<file path="src/verilog/gcrbf_consts.vh">
// Purpose: shared constants of the group-coded block framer
// Assumes: 50 MHz clock, one nine-bit character per tape character time
// Notes: subgroup patterns are five serial bits per track, sent msb first
`ifndef GCRBF_CONSTS_VH
`define GCRBF_CONSTS_VH
`define GCRBF_CLK_MHZ 50
`define GCRBF_PAT_TERM_LEAD 5'h15
`define GCRBF_PAT_TERM_TRAIL 5'h14
`define GCRBF_PAT_SECOND_LEAD 5'h0f
`define GCRBF_PAT_SECOND_TRAIL 5'h1e
`define GCRBF_PAT_SYNC 5'h1f
`define GCRBF_PAT_MARK1 5'h07
`define GCRBF_PAT_MARK2 5'h1c
`define GCRBF_PAT_ENDMARK 5'h1f
`define GCRBF_SYNC_SUBGROUPS 14
`define GCRBF_PRE_SUBGROUPS 16
`define GCRBF_MAX_GROUPS 158
`define GCRBF_RESYNC_SYNCS 2
`define GCRBF_GROUP_DATA 7
`define GCRBF_RESID_MAX 6
`define GCRBF_CRC_COPIES 5
`define GCRBF_TM_MIN 250
`define GCRBF_TM_MAX 400
`define GCRBF_TM_LEN 300
`define GCRBF_TM_DETECT 16
`define GCRBF_GAP_MILS 300
`define GCRBF_TMGAP_MILS 3300
`define GCRBF_LONGGAP_FEET 15
`define GCRBF_ZONE1 9'h049
`define GCRBF_ZONE2 9'h092
`define GCRBF_ZONE3 9'h124
`define GCRBF_IDBURST 9'h020
`define GCRBF_RCNT_DATA_LSB 0
`define GCRBF_RCNT_REC_LSB 3
`endif

</file>
<file path="src/verilog/gcrbf_xlate.v">
// Purpose: four-to-five bit track code translation, both ways
// Assumes: pure combinational lookup
// Notes: an unknown stored code decodes as zero and raises bad
`timescale 1ns/1ns
module gcrbf_xlate
(
  input wire [3:0] dataIn,
  output reg [4:0] codeOut,
  input wire [4:0] codeIn,
  output reg [3:0] dataOut,
  output reg bad
);
  // encode table
  always @*
  begin
    case (dataIn)
      4'h0: codeOut = 5'h19;
      4'h1: codeOut = 5'h1b;
      4'h2: codeOut = 5'h12;
      4'h3: codeOut = 5'h13;
      4'h4: codeOut = 5'h1d;
      4'h5: codeOut = 5'h15;
      4'h6: codeOut = 5'h16;
      4'h7: codeOut = 5'h17;
      4'h8: codeOut = 5'h1a;
      4'h9: codeOut = 5'h09;
      4'ha: codeOut = 5'h0a;
      4'hb: codeOut = 5'h0b;
      4'hc: codeOut = 5'h1e;
      4'hd: codeOut = 5'h0d;
      4'he: codeOut = 5'h0e;
      default: codeOut = 5'h0f;
    endcase
  end
  // inverse table
  always @*
  begin
    bad = 1'b0;
    case (codeIn)
      5'h19: dataOut = 4'h0;
      5'h1b: dataOut = 4'h1;
      5'h12: dataOut = 4'h2;
      5'h13: dataOut = 4'h3;
      5'h1d: dataOut = 4'h4;
      5'h15: dataOut = 4'h5;
      5'h16: dataOut = 4'h6;
      5'h17: dataOut = 4'h7;
      5'h1a: dataOut = 4'h8;
      5'h09: dataOut = 4'h9;
      5'h0a: dataOut = 4'ha;
      5'h0b: dataOut = 4'hb;
      5'h1e: dataOut = 4'hc;
      5'h0d: dataOut = 4'hd;
      5'h0e: dataOut = 4'he;
      5'h0f: dataOut = 4'hf;
      default:
      begin
        dataOut = 4'h0;
        bad = 1'b1;
      end
    endcase
  end
endmodule // gcrbf_xlate

</file>
<file path="src/verilog/gcrbf_skid.v">
// Purpose: two-entry buffer with valid and ready on both sides
// Assumes: one clock, asynchronous active-high reset
// Notes: inReady is registered-free full test, so a stall loses nothing
`timescale 1ns/1ns
module gcrbf_skid
#(
  parameter WIDTH = 9
)
(
  input wire clk,
  input wire rst,
  input wire inValid,
  output wire inReady,
  input wire [WIDTH-1:0] inData,
  output wire outValid,
  input wire outReady,
  output wire [WIDTH-1:0] outData
);
  reg [WIDTH-1:0] slot0;
  reg [WIDTH-1:0] slot1;
  reg [1:0] count;
  wire push;
  wire pop;
  assign inReady = (count != 2'd2);
  assign outValid = (count != 2'd0);
  assign outData = slot0;
  assign push = inValid && inReady;
  assign pop = outValid && outReady;
  // slot0 is the head; slot1 holds the second word
  always @(posedge clk or posedge rst)
  begin
    if (rst)
    begin
      slot0 <= {WIDTH{1'b0}};
      slot1 <= {WIDTH{1'b0}};
      count <= 2'd0;
    end
    else
    begin
      if (pop)
      begin
        slot0 <= (count == 2'd2) ? slot1 : inData;
        if (count == 2'd2 && push)
          slot1 <= inData;
      end
      else if (push)
      begin
        if (count == 2'd0)
          slot0 <= inData;
        else
          slot1 <= inData;
      end
      count <= count + {1'b0, push} - {1'b0, pop};
    end
  end
endmodule // gcrbf_skid

</file>
<file path="src/verilog/gcrbf_framer.v">
// Purpose: group-coded nine-track block framer and deframer
// Assumes: one nine-bit tape character per accepted stream beat
// Notes: ECC and CRC characters come in from outside; polynomials not here
// Functional notes
// - a write block with zero data bytes is refused
// - a read gap reaching fifteen feet halts motion and sets reject (counted only while busy is low)
// - tape mark is all ones in zones one and two, zone three blank
// - read tape mark seen after enough contiguous zone patterns
// - normal gap 0.3 inch, gap before tape mark 3.3 inch
// - identification burst uses track six only, others erased
// - preamble is sixteen five-byte control subgroups
// - terminator is 10101 leading, 1010 then reset trailing
// - second control subgroup is 01111 leading, 11110 trailing
// - fourteen all-ones sync subgroups follow the second subgroup
// - start marker is 00111; backward read sees end marker as start
// - end marker is 11100; backward read sees start marker as end
// - data group is seven data bytes then ECC byte eight
// - each track four bits become five stored bits, reversed on read (write path stores characters untranslated)
// - at most 158 groups, then resync if more than six bytes remain
// - an all-ones end mark announces the residual group
// - residual group is data padded to six, CRC byte, then ECC
// - even group count adds a zero pad byte first in CRC group
// - CRC group holds five CRC copies after the pad, six with no pad, then residual count, then ECC
// - residual count keeps record count high, data count low bits
// - postamble mirrors preamble and serves backward sync
// - end of tape is only reported, never blocks operations
// - translation uses the fixed sixteen-entry map
// - resync is end marker, two syncs, start marker
`timescale 1ns/1ns
`include "gcrbf_consts.vh"
module gcrbf_framer
#(
  parameter GAP_CHARS = 1875,
  parameter TMGAP_CHARS = 20625,
  parameter LONGGAP_CYCLES = 32'd50000000
)
(
  input wire clk,
  input wire rst,
  input wire startWrite,
  input wire writeMark,
  input wire writeIdBurst,
  input wire [15:0] byteCount,
  input wire [4:0] recordCount,
  output wire writeRefused,
  input wire inValid,
  output wire inReady,
  input wire [8:0] inByte,
  input wire [7:0] eccByte,
  input wire [7:0] crcByte,
  input wire [7:0] auxCrcByte,
  output wire tapeValid,
  input wire tapeReady,
  output wire [8:0] tapeChar,
  output reg gapActive,
  output reg busy,
  input wire readBackward,
  input wire readValid,
  input wire [8:0] readChar,
  input wire readGapPin,
  input wire endOfTapePin,
  output reg readDataValid,
  output reg [3:0] readNibble,
  output reg [8:0] readTrackMask,
  output reg readMark1,
  output reg readMark2,
  output reg tapeMarkSeen,
  output reg rejectStatus,
  output reg haltMotion,
  output reg endOfTapeStatus
);
  localparam IDLE = 4'd0, GAP = 4'd1, PRE = 4'd2, DATA = 4'd3, RESYNC = 4'd4;
  localparam ENDM = 4'd5, RESID = 4'd6, CRCG = 4'd7, POST = 4'd8, TMARK = 4'd9;
  localparam IDB = 4'd10, TRAIL = 4'd11;
  reg [3:0] state;
  reg [3:0] after;
  reg [15:0] remain;
  reg [15:0] cnt;
  reg [7:0] groups;
  reg [2:0] pos;
  reg evenGroups;
  reg [8:0] word;
  reg wordValid;
  wire bufReady;
  wire skidReady;
  wire [15:0] residMod;
  // track patterns: all nine tracks carry the same serial bit
  function [8:0] pbit;
    input [4:0] pat;
    input [2:0] k;
    begin
      pbit = {9{pat[3'd4 - k]}};
    end
  endfunction
  // odd parity character, parity in bit eight
  function [8:0] oddp;
    input [7:0] b;
    begin
      oddp = {~^b, b};
    end
  endfunction
  assign writeRefused = startWrite && !busy && (byteCount == 16'h0000);
  assign inReady = (state == DATA || state == RESID) && bufReady && remain != 16'h0000 &&
    pos < (state == DATA ? 3'd7 : 3'd6);
  assign bufReady = !wordValid || skidReady; // held word leaves only when buffer takes it
  assign residMod = byteCount % 16'd7;
  // emitted characters pass the two-entry buffer so a drive stall loses nothing
  gcrbf_skid #(.WIDTH(9)) uBuf
  (
    .clk(clk),
    .rst(rst),
    .inValid(wordValid),
    .inReady(skidReady),
    .inData(word),
    .outValid(tapeValid),
    .outReady(tapeReady),
    .outData(tapeChar)
  );
  // subgroup pattern for preamble position cnt (0..16 incl. mark 1)
  function [4:0] prePat;
    input [4:0] sg;
    begin
      if (sg == 5'd0)
        prePat = `GCRBF_PAT_TERM_LEAD;
      else if (sg == 5'd1)
        prePat = `GCRBF_PAT_SECOND_LEAD;
      else if (sg < 5'd16)
        prePat = `GCRBF_PAT_SYNC;
      else
        prePat = `GCRBF_PAT_MARK1;
    end
  endfunction
  // postamble is the preamble backward: mark 2, syncs, second, terminator
  function [4:0] postPat;
    input [4:0] sg;
    begin
      if (sg == 5'd0)
        postPat = `GCRBF_PAT_MARK2;
      else if (sg < 5'd15)
        postPat = `GCRBF_PAT_SYNC;
      else if (sg == 5'd15)
        postPat = `GCRBF_PAT_SECOND_TRAIL;
      else
        postPat = `GCRBF_PAT_TERM_TRAIL;
    end
  endfunction
  // resync: mark 2, two syncs, mark 1
  function [4:0] rsPat;
    input [4:0] sg;
    begin
      if (sg == 5'd0)
        rsPat = `GCRBF_PAT_MARK2;
      else if (sg == 5'd3)
        rsPat = `GCRBF_PAT_MARK1;
      else
        rsPat = `GCRBF_PAT_SYNC;
    end
  endfunction
  // write sequencer; a character is produced only when the buffer has room
  always @(posedge clk or posedge rst)
  begin
    if (rst)
    begin
      state <= IDLE;
      after <= IDLE;
      remain <= 16'h0000;
      cnt <= 16'h0000;
      groups <= 8'h00;
      pos <= 3'd0;
      evenGroups <= 1'b1;
      word <= 9'h000;
      wordValid <= 1'b0;
      gapActive <= 1'b0;
      busy <= 1'b0;
    end
    else
    begin
      if (skidReady)
        wordValid <= 1'b0;
      case (state)
        IDLE:
        begin
          gapActive <= 1'b0;
          busy <= 1'b0;
          cnt <= 16'h0000;
          if (writeIdBurst)
          begin
            state <= IDB;
            busy <= 1'b1;
          end
          else if (writeMark)
          begin
            state <= GAP;
            after <= TMARK;
            busy <= 1'b1;
          end
          else if (startWrite && byteCount != 16'h0000)
          begin
            state <= GAP;
            after <= PRE;
            remain <= byteCount;
            groups <= 8'h00;
            pos <= 3'd0;
            evenGroups <= 1'b1;
            busy <= 1'b1;
          end
        end
        GAP:
        begin
          gapActive <= 1'b1;
          cnt <= cnt + 16'h0001;
          if ((after == TMARK && cnt >= TMGAP_CHARS[15:0]) ||
            (after != TMARK && cnt >= GAP_CHARS[15:0]))
          begin
            gapActive <= 1'b0;
            cnt <= 16'h0000;
            state <= after;
          end
        end
        IDB:
        begin
          if (bufReady)
          begin
            word <= cnt[0] ? `GCRBF_IDBURST : 9'h000;
            wordValid <= 1'b1;
            cnt <= cnt + 16'h0001;
            if (cnt == `GCRBF_TM_LEN - 1)
              state <= IDLE;
          end
        end
        TMARK:
        begin
          if (bufReady)
          begin
            word <= `GCRBF_ZONE1 | `GCRBF_ZONE2;
            wordValid <= 1'b1;
            cnt <= cnt + 16'h0001;
            if (cnt == `GCRBF_TM_LEN - 1)
              state <= IDLE;
          end
        end
        PRE, POST, RESYNC, ENDM:
        begin
          if (bufReady)
          begin
            if (state == PRE)
              word <= pbit(prePat(cnt[8:4]), cnt[2:0]);
            else if (state == POST)
              word <= pbit(postPat(cnt[8:4]), cnt[2:0]);
            else if (state == RESYNC)
              word <= pbit(rsPat(cnt[8:4]), cnt[2:0]);
            else
              word <= pbit(`GCRBF_PAT_ENDMARK, cnt[2:0]);
            if (state == POST && cnt[8:4] == 5'd16 && cnt[2:0] == 3'd4)
              word <= 9'h000; // trailing terminator last character resets
            wordValid <= 1'b1;
            if (cnt[2:0] == 3'd4)
            begin
              cnt <= {cnt[15:4] + 12'h001, 4'h0};
              if (state == PRE && cnt[8:4] == 5'd16)
              begin
                state <= remain > `GCRBF_RESID_MAX ? DATA : ENDM;
                cnt <= 16'h0000;
              end
              else if (state == RESYNC && cnt[8:4] == 5'd3)
              begin
                state <= DATA;
                cnt <= 16'h0000;
              end
              else if (state == ENDM)
              begin
                state <= RESID;
                cnt <= 16'h0000;
              end
              else if (state == POST && cnt[8:4] == 5'd16)
              begin
                state <= GAP;
                after <= IDLE;
                cnt <= 16'h0000;
              end
            end
            else
              cnt <= cnt + 16'h0001;
          end
        end
        DATA, RESID:
        begin
          // byte position pos: data slots, then aux crc / ecc
          if (bufReady)
          begin
            if (pos < (state == DATA ? 3'd7 : 3'd6))
            begin
              if (inValid && remain != 16'h0000)
              begin
                word <= inByte;
                wordValid <= 1'b1;
                remain <= remain - 16'h0001;
                pos <= pos + 3'd1;
              end
              else if (state == RESID && remain == 16'h0000)
              begin
                word <= oddp(8'h00);
                wordValid <= 1'b1;
                pos <= pos + 3'd1;
              end
            end
            else if (state == RESID && pos == 3'd6)
            begin
              word <= oddp(auxCrcByte);
              wordValid <= 1'b1;
              pos <= 3'd7;
            end
            else
            begin
              word <= oddp(eccByte);
              wordValid <= 1'b1;
              pos <= 3'd0;
              if (state == RESID)
                state <= CRCG;
              else
              begin
                groups <= groups + 8'h01;
                evenGroups <= ~evenGroups;
                if (remain <= `GCRBF_RESID_MAX)
                  state <= ENDM;
                else if (groups == `GCRBF_MAX_GROUPS - 1)
                begin
                  state <= RESYNC;
                  groups <= 8'h00;
                end
              end
            end
          end
        end
        CRCG:
        begin
          if (bufReady)
          begin
            wordValid <= 1'b1;
            pos <= pos + 3'd1;
            if (pos == 3'd0)
              word <= evenGroups ? oddp(8'h00) : oddp(crcByte);
            else if (pos < 3'd6)
              word <= oddp(crcByte);
            else if (pos == 3'd6)
              word <= oddp({recordCount, residMod[2:0]});
            else
            begin
              word <= oddp(eccByte);
              state <= POST;
              cnt <= 16'h0000;
              pos <= 3'd0;
            end
          end
        end
        default:
          state <= IDLE;
      endcase
    end
  end
  // read path: per-track decode of one stored character group
  reg [4:0] trk [0:8];
  reg [2:0] rpos;
  reg [3:0] tmRun;
  reg [31:0] gapCnt;
  reg [2:0] gapSync;
  reg [2:0] eotSync;
  wire [3:0] decNib [0:8];
  wire [8:0] decBad;
  genvar t;
  generate
    for (t = 0; t < 9; t = t + 1)
    begin : gTrack
      gcrbf_xlate uXlate
      (
        .dataIn(4'h0),
        .codeOut(),
        .codeIn(trk[t]),
        .dataOut(decNib[t]),
        .bad(decBad[t])
      );
    end
  endgenerate
  integer i;
  // read deframer: marks, tape mark run, stored-code reversal
  always @(posedge clk or posedge rst)
  begin
    if (rst)
    begin
      for (i = 0; i < 9; i = i + 1)
        trk[i] <= 5'h00;
      rpos <= 3'd0;
      tmRun <= 4'h0;
      readDataValid <= 1'b0;
      readNibble <= 4'h0;
      readTrackMask <= 9'h000;
      readMark1 <= 1'b0;
      readMark2 <= 1'b0;
      tapeMarkSeen <= 1'b0;
    end
    else
    begin
      readDataValid <= 1'b0;
      readMark1 <= 1'b0;
      readMark2 <= 1'b0;
      if (readValid)
      begin
        for (i = 0; i < 9; i = i + 1)
          trk[i] <= {trk[i][3:0], readChar[i]};
        rpos <= (rpos == 3'd4) ? 3'd0 : rpos + 3'd1;
        if (((readChar & `GCRBF_ZONE1) == `GCRBF_ZONE1 ||
          (readChar & `GCRBF_ZONE2) == `GCRBF_ZONE2) &&
          (readChar & `GCRBF_ZONE3) == 9'h000)
        begin
          if (tmRun != 4'hf)
            tmRun <= tmRun + 4'h1;
          if (tmRun == `GCRBF_TM_DETECT - 2)
            tapeMarkSeen <= 1'b1;
        end
        else
          tmRun <= 4'h0;
      end
      if (rpos == 3'd0 && !readValid && trk[0] != 5'h00)
      begin
        readMark1 <= readBackward ? trk[0] == `GCRBF_PAT_MARK2 :
          trk[0] == `GCRBF_PAT_MARK1;
        readMark2 <= readBackward ? trk[0] == `GCRBF_PAT_MARK1 :
          trk[0] == `GCRBF_PAT_MARK2;
        readDataValid <= decBad == 9'h000;
        readNibble <= decNib[0];
        readTrackMask <= decBad;
      end
    end
  end
  // long gap watchdog and end-of-tape report on synchronised pins
  always @(posedge clk or posedge rst)
  begin
    if (rst)
    begin
      gapSync <= 3'b000;
      eotSync <= 3'b000;
      gapCnt <= 32'h00000000;
      rejectStatus <= 1'b0;
      haltMotion <= 1'b0;
      endOfTapeStatus <= 1'b0;
    end
    else
    begin
      gapSync <= {gapSync[1:0], readGapPin};
      eotSync <= {eotSync[1:0], endOfTapePin};
      if (eotSync[2] == eotSync[1])
        endOfTapeStatus <= eotSync[2];
      if (gapSync[2] && gapSync[1] && !busy)
      begin
        if (gapCnt != LONGGAP_CYCLES)
          gapCnt <= gapCnt + 32'h00000001;
        else
        begin
          haltMotion <= 1'b1;
          rejectStatus <= 1'b1;
        end
      end
      else
      begin
        gapCnt <= 32'h00000000;
        haltMotion <= 1'b0;
        if (startWrite || writeMark)
          rejectStatus <= 1'b0;
      end
    end
  end
endmodule // gcrbf_framer

</file>
<file path="config.mk">
export PLATFORM = sky130hd
export DESIGN_NAME = gcrbf_framer
export DESIGN_NICKNAME = d
export VERILOG_FILES = /design/src/verilog/gcrbf_xlate.v /design/src/verilog/gcrbf_skid.v /design/src/verilog/gcrbf_framer.v
export VERILOG_INCLUDE_DIRS = /design/src /design/src/verilog
export SDC_FILE = /design/constraint.sdc
export NUM_CORES = 1
export LEC_CHECK = 0
export BUFFER_PORTS_ARGS = -buffer_cell sky130_fd_sc_hd__buf_2
export CORE_ASPECT_RATIO = 0.8
export CORE_UTILIZATION = 50
export CTS_BUF_LIST = sky130_fd_sc_hd__clkbuf_4
export DETAILED_ROUTE_END_ITERATION = 6
export PLACE_DENSITY = 0.69
export SLEW_MARGIN = 20
export SYNTH_ARGS = -nofsm -noshare
export SYNTH_HDL_FRONTEND = slang
export SYNTH_SLANG_ARGS = --single-unit
</file>
<file path="constraint.sdc">
create_clock -name clk -period 13.54 [get_ports clk]
set_clock_uncertainty 0.2 [all_clocks]
set_input_delay 2.708 -clock clk [delete_from_list [all_inputs] [get_ports clk]]
set_output_delay 2.708 -clock clk [all_outputs]
set_load 0.02 [all_outputs]
</file>
==> results of run 1 <==
-- stage by stage --
stage	power [W]	hold slack [ps]
after floorplan	0.00161	131
after global placement	0.00184	134
after detailed placement	0.00186	137
after CTS	0.00222	171
after global routing	0.00241	176
final	0.00222	166
-- state kept, by name, indices dropped and copies added (netlist names), 8 cells and up --
register       cells
remain            16
word               9
readTrackMask      9
uBuf.slot1         9
groups             8
gapCnt            32
cnt               16
trk               45
uBuf.outData       9
-- where the power goes --
group	total [W]	internal (W)	switching [W]	leakage (nW)
clock	0.000358	0.000153	0.000206	0.172
combinational	0.00103	0.000390	0.000637	3.28
sequential	0.000836	0.000706	0.000131	2.45
-- critical path, stage by stage --
cell and delay (ps):
buf_2 370, or3b_1 440, o32ai_2 220, or3_1 290, o221ai_1 170, o32ai_1 270
nand2_2 190, a2111o_1 550, or3_4 400, and3_4 180, o21a_4 220, a22oi_1 200
mux2_2 410, ha_1 240, a32o_1 260, or2_4 260, mux2_2 310, ha_1 360
inv_1 90, or3_1 380, a21o_1 200, a21oi_2 140, o311ai_2 120
-- cells in the final DEF, fill, tap and decap left out, types with 40 or more instances in the layout --
cell	netlist	final
nor2_1	131	131
mux2_2	50	50
nand3_1	74	74
nand2_1	150	150
inv_1	57	56
o21ai_0	152	152
xnor2_1	40	40
a21oi_1	116	115
buf_2	5	107
dfrtp_1	191	191
-- worst paths after layout --
kind | to | depth (start not counted)
setup / recovery | word[8] | 23
hold / removal | gapSync[1] | 0
setup reg to reg | word[8] | 14
hold reg to reg | gapSync[1] | 0
max in group asynchronous | remain[8] | 3
min in group asynchronous | tmRun[1] | 2
-- area by class of cell --
cell class	count	area share, %
Inverter	57	1.60
Clock buffer	18	0.975
Clock inverter	13	1.45
Multi-Input combinational cell	1183	54.2
Antenna cell	1	0.0181
Tap cell	324	2.93
Sequential cell	192	34.7
Timing Repair Buffer	112	4.14
-- per-layer routing --
layer  global-route usage (%)  share of wire, %  vias to the layer above
li1                         -                 -                     5617
met1                     37.2                50                     5442
met2                     35.9                43                      384
met3                     4.38               6.2                       29
met4                     4.83               1.2                        0
met5                        0                 0                        -
-- logic make-up after synthesis --
logic type / count (synthesis) / synth area share (%)
XOR/XNOR: 63 / 4.29
adder cells (fa/ha/maj): 30 / 2.88
AND/OR/NAND/NOR: 563 / 21.9
multiplexers: 78 / 6.65
buffers and inverters: 130 / 4.37
AO/OA/AOI/OAI: 449 / 22.6
flip-flops: 192 / 37.3
==> results.sh, run 1 <==
export IMPL_outcome="completed"
export IMPL_grt_pass1_vias=10546
export IMPL_die_w_um=181
export IMPL_cts_root_buf="clkbuf_4"
export IMPL_htree_levels=4
export IMPL_seq_area_mm2=0.00481
export IMPL_fin_area_mm2=0.0139
export IMPL_cts_tree="built"
export IMPL_ys_seq_area_share_pct=37.3
export IMPL_critPathLaunchType="input pin"
export IMPL_cts_resized=0
export IMPL_drc=0
export IMPL_drtIter0Drc=1046
export IMPL_vias=11472
export IMPL_setup_tns_ps=0
export IMPL_fin_util_pct=54.7
export IMPL_dp_cells=1868
export IMPL_cts_sinks=192
export IMPL_maxSlewViolCount=0
export IMPL_place_area_mm2=0.0135
export IMPL_clk_pin_slew_ps=160
export IMPL_clk_insertion_delay_late_ps=580
export IMPL_hold_start="gapSync[0]"
export IMPL_netlist_instances=1505
export IMPL_cp_arrival_ps=9010
export IMPL_hold_viol=0
export IMPL_cp_max_fo=27
export IMPL_synthTopCellsByArea="dfrtp_1, o21ai_0, a21oi_1"
export IMPL_post_cts_setup_buffers=0
export IMPL_wl_per_cell_um=16.3
export IMPL_synth_cell_types=105
export IMPL_fin_ws_ps=4800
export IMPL_leakagePower_nw=5.90
export IMPL_dpl_worst_slack_ps=4280
export IMPL_rows=52
export IMPL_multi_input_area_mm2=0.00751
export IMPL_vdd_drop_max_uv=65.7
export IMPL_critPathRequiredTime_ps=13810
export IMPL_cp_end_kind="flop"
export IMPL_synth_area_mm2=0.0129
export IMPL_grt_usage_pct=24.3
export IMPL_synth_top_area_share_pct=37.1
export IMPL_io_buffers=107
export IMPL_num_io_pins=108
export IMPL_die_area_mm2=0.0264
export IMPL_synth_edff_count=0
export IMPL_async_flop_share_pct=100
export IMPL_cts_buffers=17
export IMPL_rrSetupSlack_ps=8990
export IMPL_totalWireLength_um=31000
export IMPL_cap_viol_max_count=0
export IMPL_slew_limit_headroom_pct=32.0
export IMPL_hp_class="reg -> reg"
export IMPL_ys_top_cells_by_count="dfrtp_1, o21ai_0, nand2_1"
export IMPL_grt_antenna_before_repair=1
export IMPL_grt_start_max_net_pins=120
export IMPL_fin_crit_ps=8740
export IMPL_timing_rr_start="remain[8]"
export IMPL_yosys_most_used_dff="dfrtp_1"
export IMPL_overflow=0
export IMPL_worst_pin_slew_ps=1010
export IMPL_hpwlAfterDp_um=22500
export IMPL_worstSetupPathType="in -> reg"
export IMPL_synth_fp_nets=1607
export IMPL_ant_nets=0
export IMPL_setup_violations=0
export IMPL_clock_path_buffers=2
export IMPL_firstDrtPassIters=5
export IMPL_synth_top_cell_by_area="dfrtp_1"
export IMPL_cts_hold_buf=0
export IMPL_chipHeight_um=145
export IMPL_power_density_mw_per_mm2=160
export IMPL_timing_fmax_ghz=0.114
export IMPL_synth_warnings=0
export IMPL_core_area_mm2=0.0253
export IMPL_drive_above_1_share_pct=15.9
export IMPL_gp_congestion=0.950
export IMPL_via_per_inst=6.04
export IMPL_synth_seq_cells=192
export IMPL_start_util_pct=50.8
export IMPL_syn2layout_area_growth_pct=7.67
export IMPL_rsz0062_at_grt="false"
export IMPL_crit_start="byteCount[13]"
export IMPL_synth_most_common_cell="dfrtp_1"
export IMPL_final_nets=1665
export IMPL_syn_avg_cell_area_um2=8.55
export IMPL_fin_crit_sh_pct=64.6
export IMPL_fin_cells=1900
export IMPL_grt_pass1_wl_um=53100
export IMPL_fillers=2329
Power figures use the tool's default switching activity.
==> run 2, diff against run 1 <==
Settings changed: ABC_AREA set to 1, PLACE_DENSITY 0.69 to 0.71.
Clock period 13.54 ns to 7.85 ns, I/O delays scaled along.
==> run 2 against run 1 <==
- global-route usage is 1.1 points lower
- register-to-register slack worse by 4700 ps
- setup slack worse by 4000 ps
- cell area is 3.1% lower
- sequential share of layout area is 1.1 points higher
- via count is 0.24% higher
- routed wire length is 8.0% lower
- worst hold slack better by 4.9 ps
- sequential cell count stayed put
- critical endpoint unchanged
- largest power group unchanged
- highest routed layer unchanged
==> results.sh, run 2 <==
export IMPL_outcome="completed"
export IMPL_die_area_mm2=0.0252
export IMPL_grt_pass1_wl_um=48200
export IMPL_drtIter0Drc=970
export IMPL_critPathRequiredTime_ps=8160
export IMPL_fin_crit_sh_pct=89.4
export IMPL_critPathLaunchType="input pin"
export IMPL_reg_top3="trk x45, gapCnt x32"
export IMPL_core_area_mm2=0.0238
export IMPL_fin_crit_ps=7020
export IMPL_drive_above_1_share_pct=11.7
export IMPL_most_common_layout_cells="nand2_1, inv_1, dfrtp_1"
export IMPL_leakagePower_nw=6.43
export IMPL_grt_usage_pct=23.3
export IMPL_gp_congestion=0.958
export IMPL_largest_reg_flops=45
export IMPL_syn2layout_area_growth_pct=9.35
export IMPL_cts_resized=0
export IMPL_grtUsageMet3_pct=4.09
export IMPL_cp_end_kind="flop"
export IMPL_hold_viol=0
export IMPL_overflow=0
export IMPL_use_met1_pct=34.7
export IMPL_rrSetupSlack_ps=4250
export IMPL_firstDrtPassIters=6
export IMPL_die_w_um=177
export IMPL_power_density_mw_per_mm2=286
export IMPL_synth_edff_count=0
export IMPL_dp_cells=2113
export IMPL_final_nets=1922
export IMPL_grt_antenna_before_repair=1
export IMPL_wl_per_cell_um=13.3
export IMPL_cpPeakStageDelay_ps=240
export IMPL_dpl_worst_slack_ps=321
export IMPL_cts_buffers=17
export IMPL_ys_seq_area_share_pct=39.1
export IMPL_synth_top_area_share_pct=38.9
export IMPL_synth_warnings=0
export IMPL_synth_area_mm2=0.0123
export IMPL_rsz0062_at_grt="false"
export IMPL_cts_sinks=192
export IMPL_synth_seq_cells=192
export IMPL_synth_most_common_cell="nand2_1"
export IMPL_worst_pin_slew_ps=970
export IMPL_htree_levels=4
export IMPL_cap_viol_max_count=0
export IMPL_synthTopCellsByArea="dfrtp_1, nand2_1, inv_1"
export IMPL_use_met2_pct=34.8
export IMPL_clk_insertion_delay_late_ps=610
export IMPL_drc=0
export IMPL_vdd_drop_max_uv=157
export IMPL_final_common_cell="nand2_1"
export IMPL_start_util_pct=51.6
export IMPL_cts_hold_buf=0
export IMPL_grt_start_max_net_pins=138
export IMPL_cts_tree="built"
export IMPL_maxSlewViolCount=0
export IMPL_cp_max_fo=9
export IMPL_yosys_most_used_dff="dfrtp_1"
export IMPL_clock_path_buffers=2
export IMPL_hp_class="reg -> reg"
export IMPL_cp_arrival_ps=7330
export IMPL_async_flop_share_pct=100
export IMPL_synth_cell_types=56
export IMPL_ys_top_cells_by_count="nand2_1, inv_1, dfrtp_1"
export IMPL_setup_tns_ps=0
export IMPL_syn_avg_cell_area_um2=7.13
export IMPL_chipHeight_um=142
export IMPL_cts_root_buf="clkbuf_4"
export IMPL_top_register="trk"
export IMPL_worstSetupPathType="in -> reg"
export IMPL_hpwlAfterDp_um=21200
export IMPL_rows=50
export IMPL_grt_pass1_vias=10412
export IMPL_post_cts_setup_buffers=0
export IMPL_crit_path_top_delay_cell="ha_1"
export IMPL_top_usage_layer="met2"
export IMPL_totalWireLength_um=28600
export IMPL_io_buffers=107
export IMPL_timing_fmax_ghz=0.142
export IMPL_synth_top_cell_by_area="dfrtp_1"
export IMPL_fin_ws_ps=832
export IMPL_ant_nets=0
export IMPL_critPathMostFrequentCell="nand2_1"
export IMPL_num_io_pins=108
export IMPL_setup_violations=0
export IMPL_synth_fp_nets=1823
export IMPL_slew_limit_headroom_pct=35.3
export IMPL_netlist_instances=1721
export IMPL_clk_pin_slew_ps=160
export IMPL_vias=11499
export IMPL_via_per_inst=5.36
export IMPL_fin_cells=2146
-- run 2: cells by family after synthesis --
family	Yosys count	share of synthesized area, %
simple gates	845	30.3
compound gates	323	15.1
buf+inv	279	8.65
flops	192	39.1
xor+xnor	49	3.50
fa+ha+maj	29	2.94
mux	4	0.347
-- run 2: critical path, delay by kind of cell --
family,cells,cell delay (ps)
AO/OA/AOI/OAI,1,210
XOR/XNOR,1,180
adder cells (fa/ha/maj),2,450
buffers and inverters,7,710
AND/OR/NAND/NOR,48,4150
-- run 2: path summary, 6_finish.rpt --
path                                  to           from  cells after the start
setup / recovery                 word[8]  byteCount[14]                     59
hold / removal                gapSync[1]     gapSync[0]                      0
setup reg to reg              remain[14]       state[3]                     13
hold reg to reg               gapSync[1]     gapSync[0]                      0
max in group asynchronous         cnt[8]            rst                      3
min in group asynchronous  readNibble[3]            rst                      2
-- run 2: metal layers --
| metal | vias up | wire (µm) |
|---|---|---|
| met2 | 320 | 12200 |
| met5 | - | 0 |
| li1 | 5894 | - |
| met3 | 26 | 1600 |
| met4 | 0 | 287 |
| met1 | 5259 | 14400 |
-- run 2: stage by stage --
| step | power (W) | hold WS [ps] | util [%] | cell area, µm² |
|---|---|---|---|---|
| after global routing | 0.00420 | 188 | 56.5 | 13400 |
| after floorplan | 0.00281 | 131 | - | 12300 |
| after global placement | 0.00324 | 133 | 55.2 | 13100 |
| after detailed placement | 0.00329 | 138 | 55.2 | 13100 |
| after CTS | 0.00385 | 173 | 56.4 | 13400 |
| final | 0.00384 | 171 | 56.5 | 13400 |
-- run 2: final cells by class --
type	count	area (µm²)
diodes	1	2.50
clock buffers	18	135
clock inverters	14	155
fillers	2286	10300
inverters	243	920
multi-input cells	1250	6410
flip-flops and latches	192	4810
well taps	312	390
repair buffers	116	603
-- run 2: power by group --
| group | leakage, nW | switching, W | internal [W] |
|---|---|---|---|
| clock network | 0.153 | 0.000363 | 0.000198 |
| logic | 3.80 | 0.00127 | 0.000632 |
| registers | 2.48 | 0.000164 | 0.00121 |
| total | 6.43 | 0.00180 | 0.00204 |
==> run 3, diff against run 2 <==
Settings changed: MAX_ROUTING_LAYER set to met4, PLACE_DENSITY 0.71 to 0.69.
Clock period 7.85 ns to 8.3 ns, I/O delays scaled along.
==> run 3 against run 2 <==
- non-clock buffer count unchanged
- largest power group unchanged
- sequential cell count stayed put
- via count up 1.1%
- count of clock-buffer cells in the layout did not move
- combinational power decreased by 5%
- setup slack improved by 360 ps
- utilization barely moved
- die area unchanged
- register-to-register slack gained 440 ps
- worst hold slack got worse by 4.3 ps
- critical endpoint unchanged
- largest cell class unchanged
- first-iteration DRC count decreased by 0.21%
- critical path type unchanged
- global-route usage rose by 1.2 points
==> results.sh, run 3 (synthesis gave the netlist of run 2 again) <==
export IMPL_reg_top3="trk x45, gapCnt x32"
export IMPL_firstDrtPassIters=5
export IMPL_hold_slack_ps=167
export IMPL_leakagePower_nw=6.44
export IMPL_largest_reg_flops=45
export IMPL_drive_above_1_share_pct=11.7
export IMPL_outcome="completed"
export IMPL_grt_pass1_wl_um=49200
export IMPL_setup_tns_ps=0
export IMPL_fin_crit_ps=7110
export IMPL_fillers=2294
export IMPL_cp_arrival_ps=7420
export IMPL_critPathRequiredTime_ps=8610
export IMPL_die_area_mm2=0.0252
export IMPL_cp_end_kind="flop"
export IMPL_most_common_layout_cells="nand2_1, inv_1, dfrtp_1"
export IMPL_rr_worst_depth=13
export IMPL_clock_path_buffers=2
export IMPL_crit_buf_inv=6
export IMPL_timing_fmax_ghz=0.141
export IMPL_crit_start="byteCount[14]"
export IMPL_hp_class="reg -> reg"
export IMPL_min_path_cells=0
export IMPL_htree_levels=4
export IMPL_place_area_mm2=0.0131
export IMPL_totalWireLength_um=29200
export IMPL_power_density_mw_per_mm2=271
export IMPL_top_register="trk"
export IMPL_fin_area_mm2=0.0134
export IMPL_die_w_um=177
export IMPL_num_io_pins=108
export IMPL_syn2layout_area_growth_pct=9.27
export IMPL_crit_path_top_delay_cell="ha_1"
export IMPL_grt_antenna_before_repair=1
export IMPL_cts_buffers=17
export IMPL_vias=11623
export IMPL_cp_depth=59
export IMPL_cap_viol_max_count=0
export IMPL_critPathMostFrequentCell="nand2_1"
export IMPL_vdd_drop_max_uv=112
export IMPL_cts_resized=0
export IMPL_cts_tree="built"
export IMPL_grt_start_max_net_pins=124
export IMPL_worstSetupPathType="in -> reg"
export IMPL_hpwlAfterDp_um=21500
export IMPL_cts_hold_buf=0
export IMPL_slew_limit_headroom_pct=22.3
export IMPL_wl_per_cell_um=13.6
export IMPL_start_util_pct=51.6
export IMPL_cpPeakStageDelay_ps=260
export IMPL_setup_violations=0
export IMPL_cts_sinks=192
export IMPL_critPathLaunchType="input pin"
export IMPL_final_common_cell="nand2_1"
export IMPL_seq_area_mm2=0.00481
export IMPL_cts_root_buf="clkbuf_4"
export IMPL_core_area_mm2=0.0238
export IMPL_clk_insertion_delay_late_ps=610
export IMPL_gp_congestion=0.958
export IMPL_dpl_worst_slack_ps=667
export IMPL_grt_pass1_vias=10394
export IMPL_timing_rr_start="state[3]"
export IMPL_overflow=0
export IMPL_chipHeight_um=142
export IMPL_ant_nets=0
export IMPL_hold_start="gapSync[0]"
export IMPL_grt_usage_pct=24.5
export IMPL_rsz0062_at_grt="false"
export IMPL_fin_crit_sh_pct=85.6
export IMPL_hold_viol=0
export IMPL_io_buffers=107
export IMPL_multi_input_area_mm2=0.00641
export IMPL_drtIter0Drc=968
export IMPL_clk_pin_slew_ps=160
export IMPL_cp_max_fo=9
export IMPL_drc=0
export IMPL_via_per_inst=5.41
export IMPL_path_delay_family="simple AND/OR/NAND/NOR gates"
export IMPL_worst_pin_slew_ps=1150
export IMPL_final_nets=1922
export IMPL_post_cts_setup_buffers=0
export IMPL_rows=50
export IMPL_fin_ws_ps=1190
export IMPL_maxSlewViolCount=0
-- run 3: cell count changes in the layout (fill, tap and decap cells not counted) --
cell / delta
inv_6: +3
clkinvlp_4: -2
bufinv_16: -1
clkinv_2: -1
diode_2: +1
inv_8: +1
-- run 3: per-stage QoR --
stage	util (%)	cells	power (W)
after floorplan	-	1721	0.00266
after global placement	55.2	2113	0.00308
after detailed placement	55.2	2113	0.00313
after CTS	56.4	2145	0.00365
after global routing	56.4	2146	0.00397
final	56.4	2147	0.00364
-- run 3: final cells by class --
cell class                      count  share of cell area (%)
Antenna cell                        2                  0.0373
Clock buffer                       18                    1.01
Clock inverter                     14                    1.06
Inverter                          243                    6.86
Multi-Input combinational cell   1250                    47.8
Sequential cell                   192                    35.8
Tap cell                          312                    2.91
Timing Repair Buffer              116                    4.50
-- run 3: path summary, 6_finish.rpt --
check	to	slack [ps]
setup / recovery	word[8]	1190
hold / removal	gapSync[1]	170
min in group asynchronous	gapCnt[13]	1030
setup reg to reg	remain[14]	4690
hold reg to reg	gapSync[1]	170
max in group asynchronous	uBuf.outData[5]	5460
-- run 3: metal layers --
layer	wire [µm]	global-route usage, %
met5	0	-
met3	1280	3.47
met2	12900	36.0
met4	215	5.35
met1	14900	35.7
-- run 3: power by group --
group          total (W)  switching (W)  internal [W]
clock network   0.000512       0.000349      0.000163
logic            0.00182        0.00122      0.000598
registers        0.00131       0.000159       0.00115
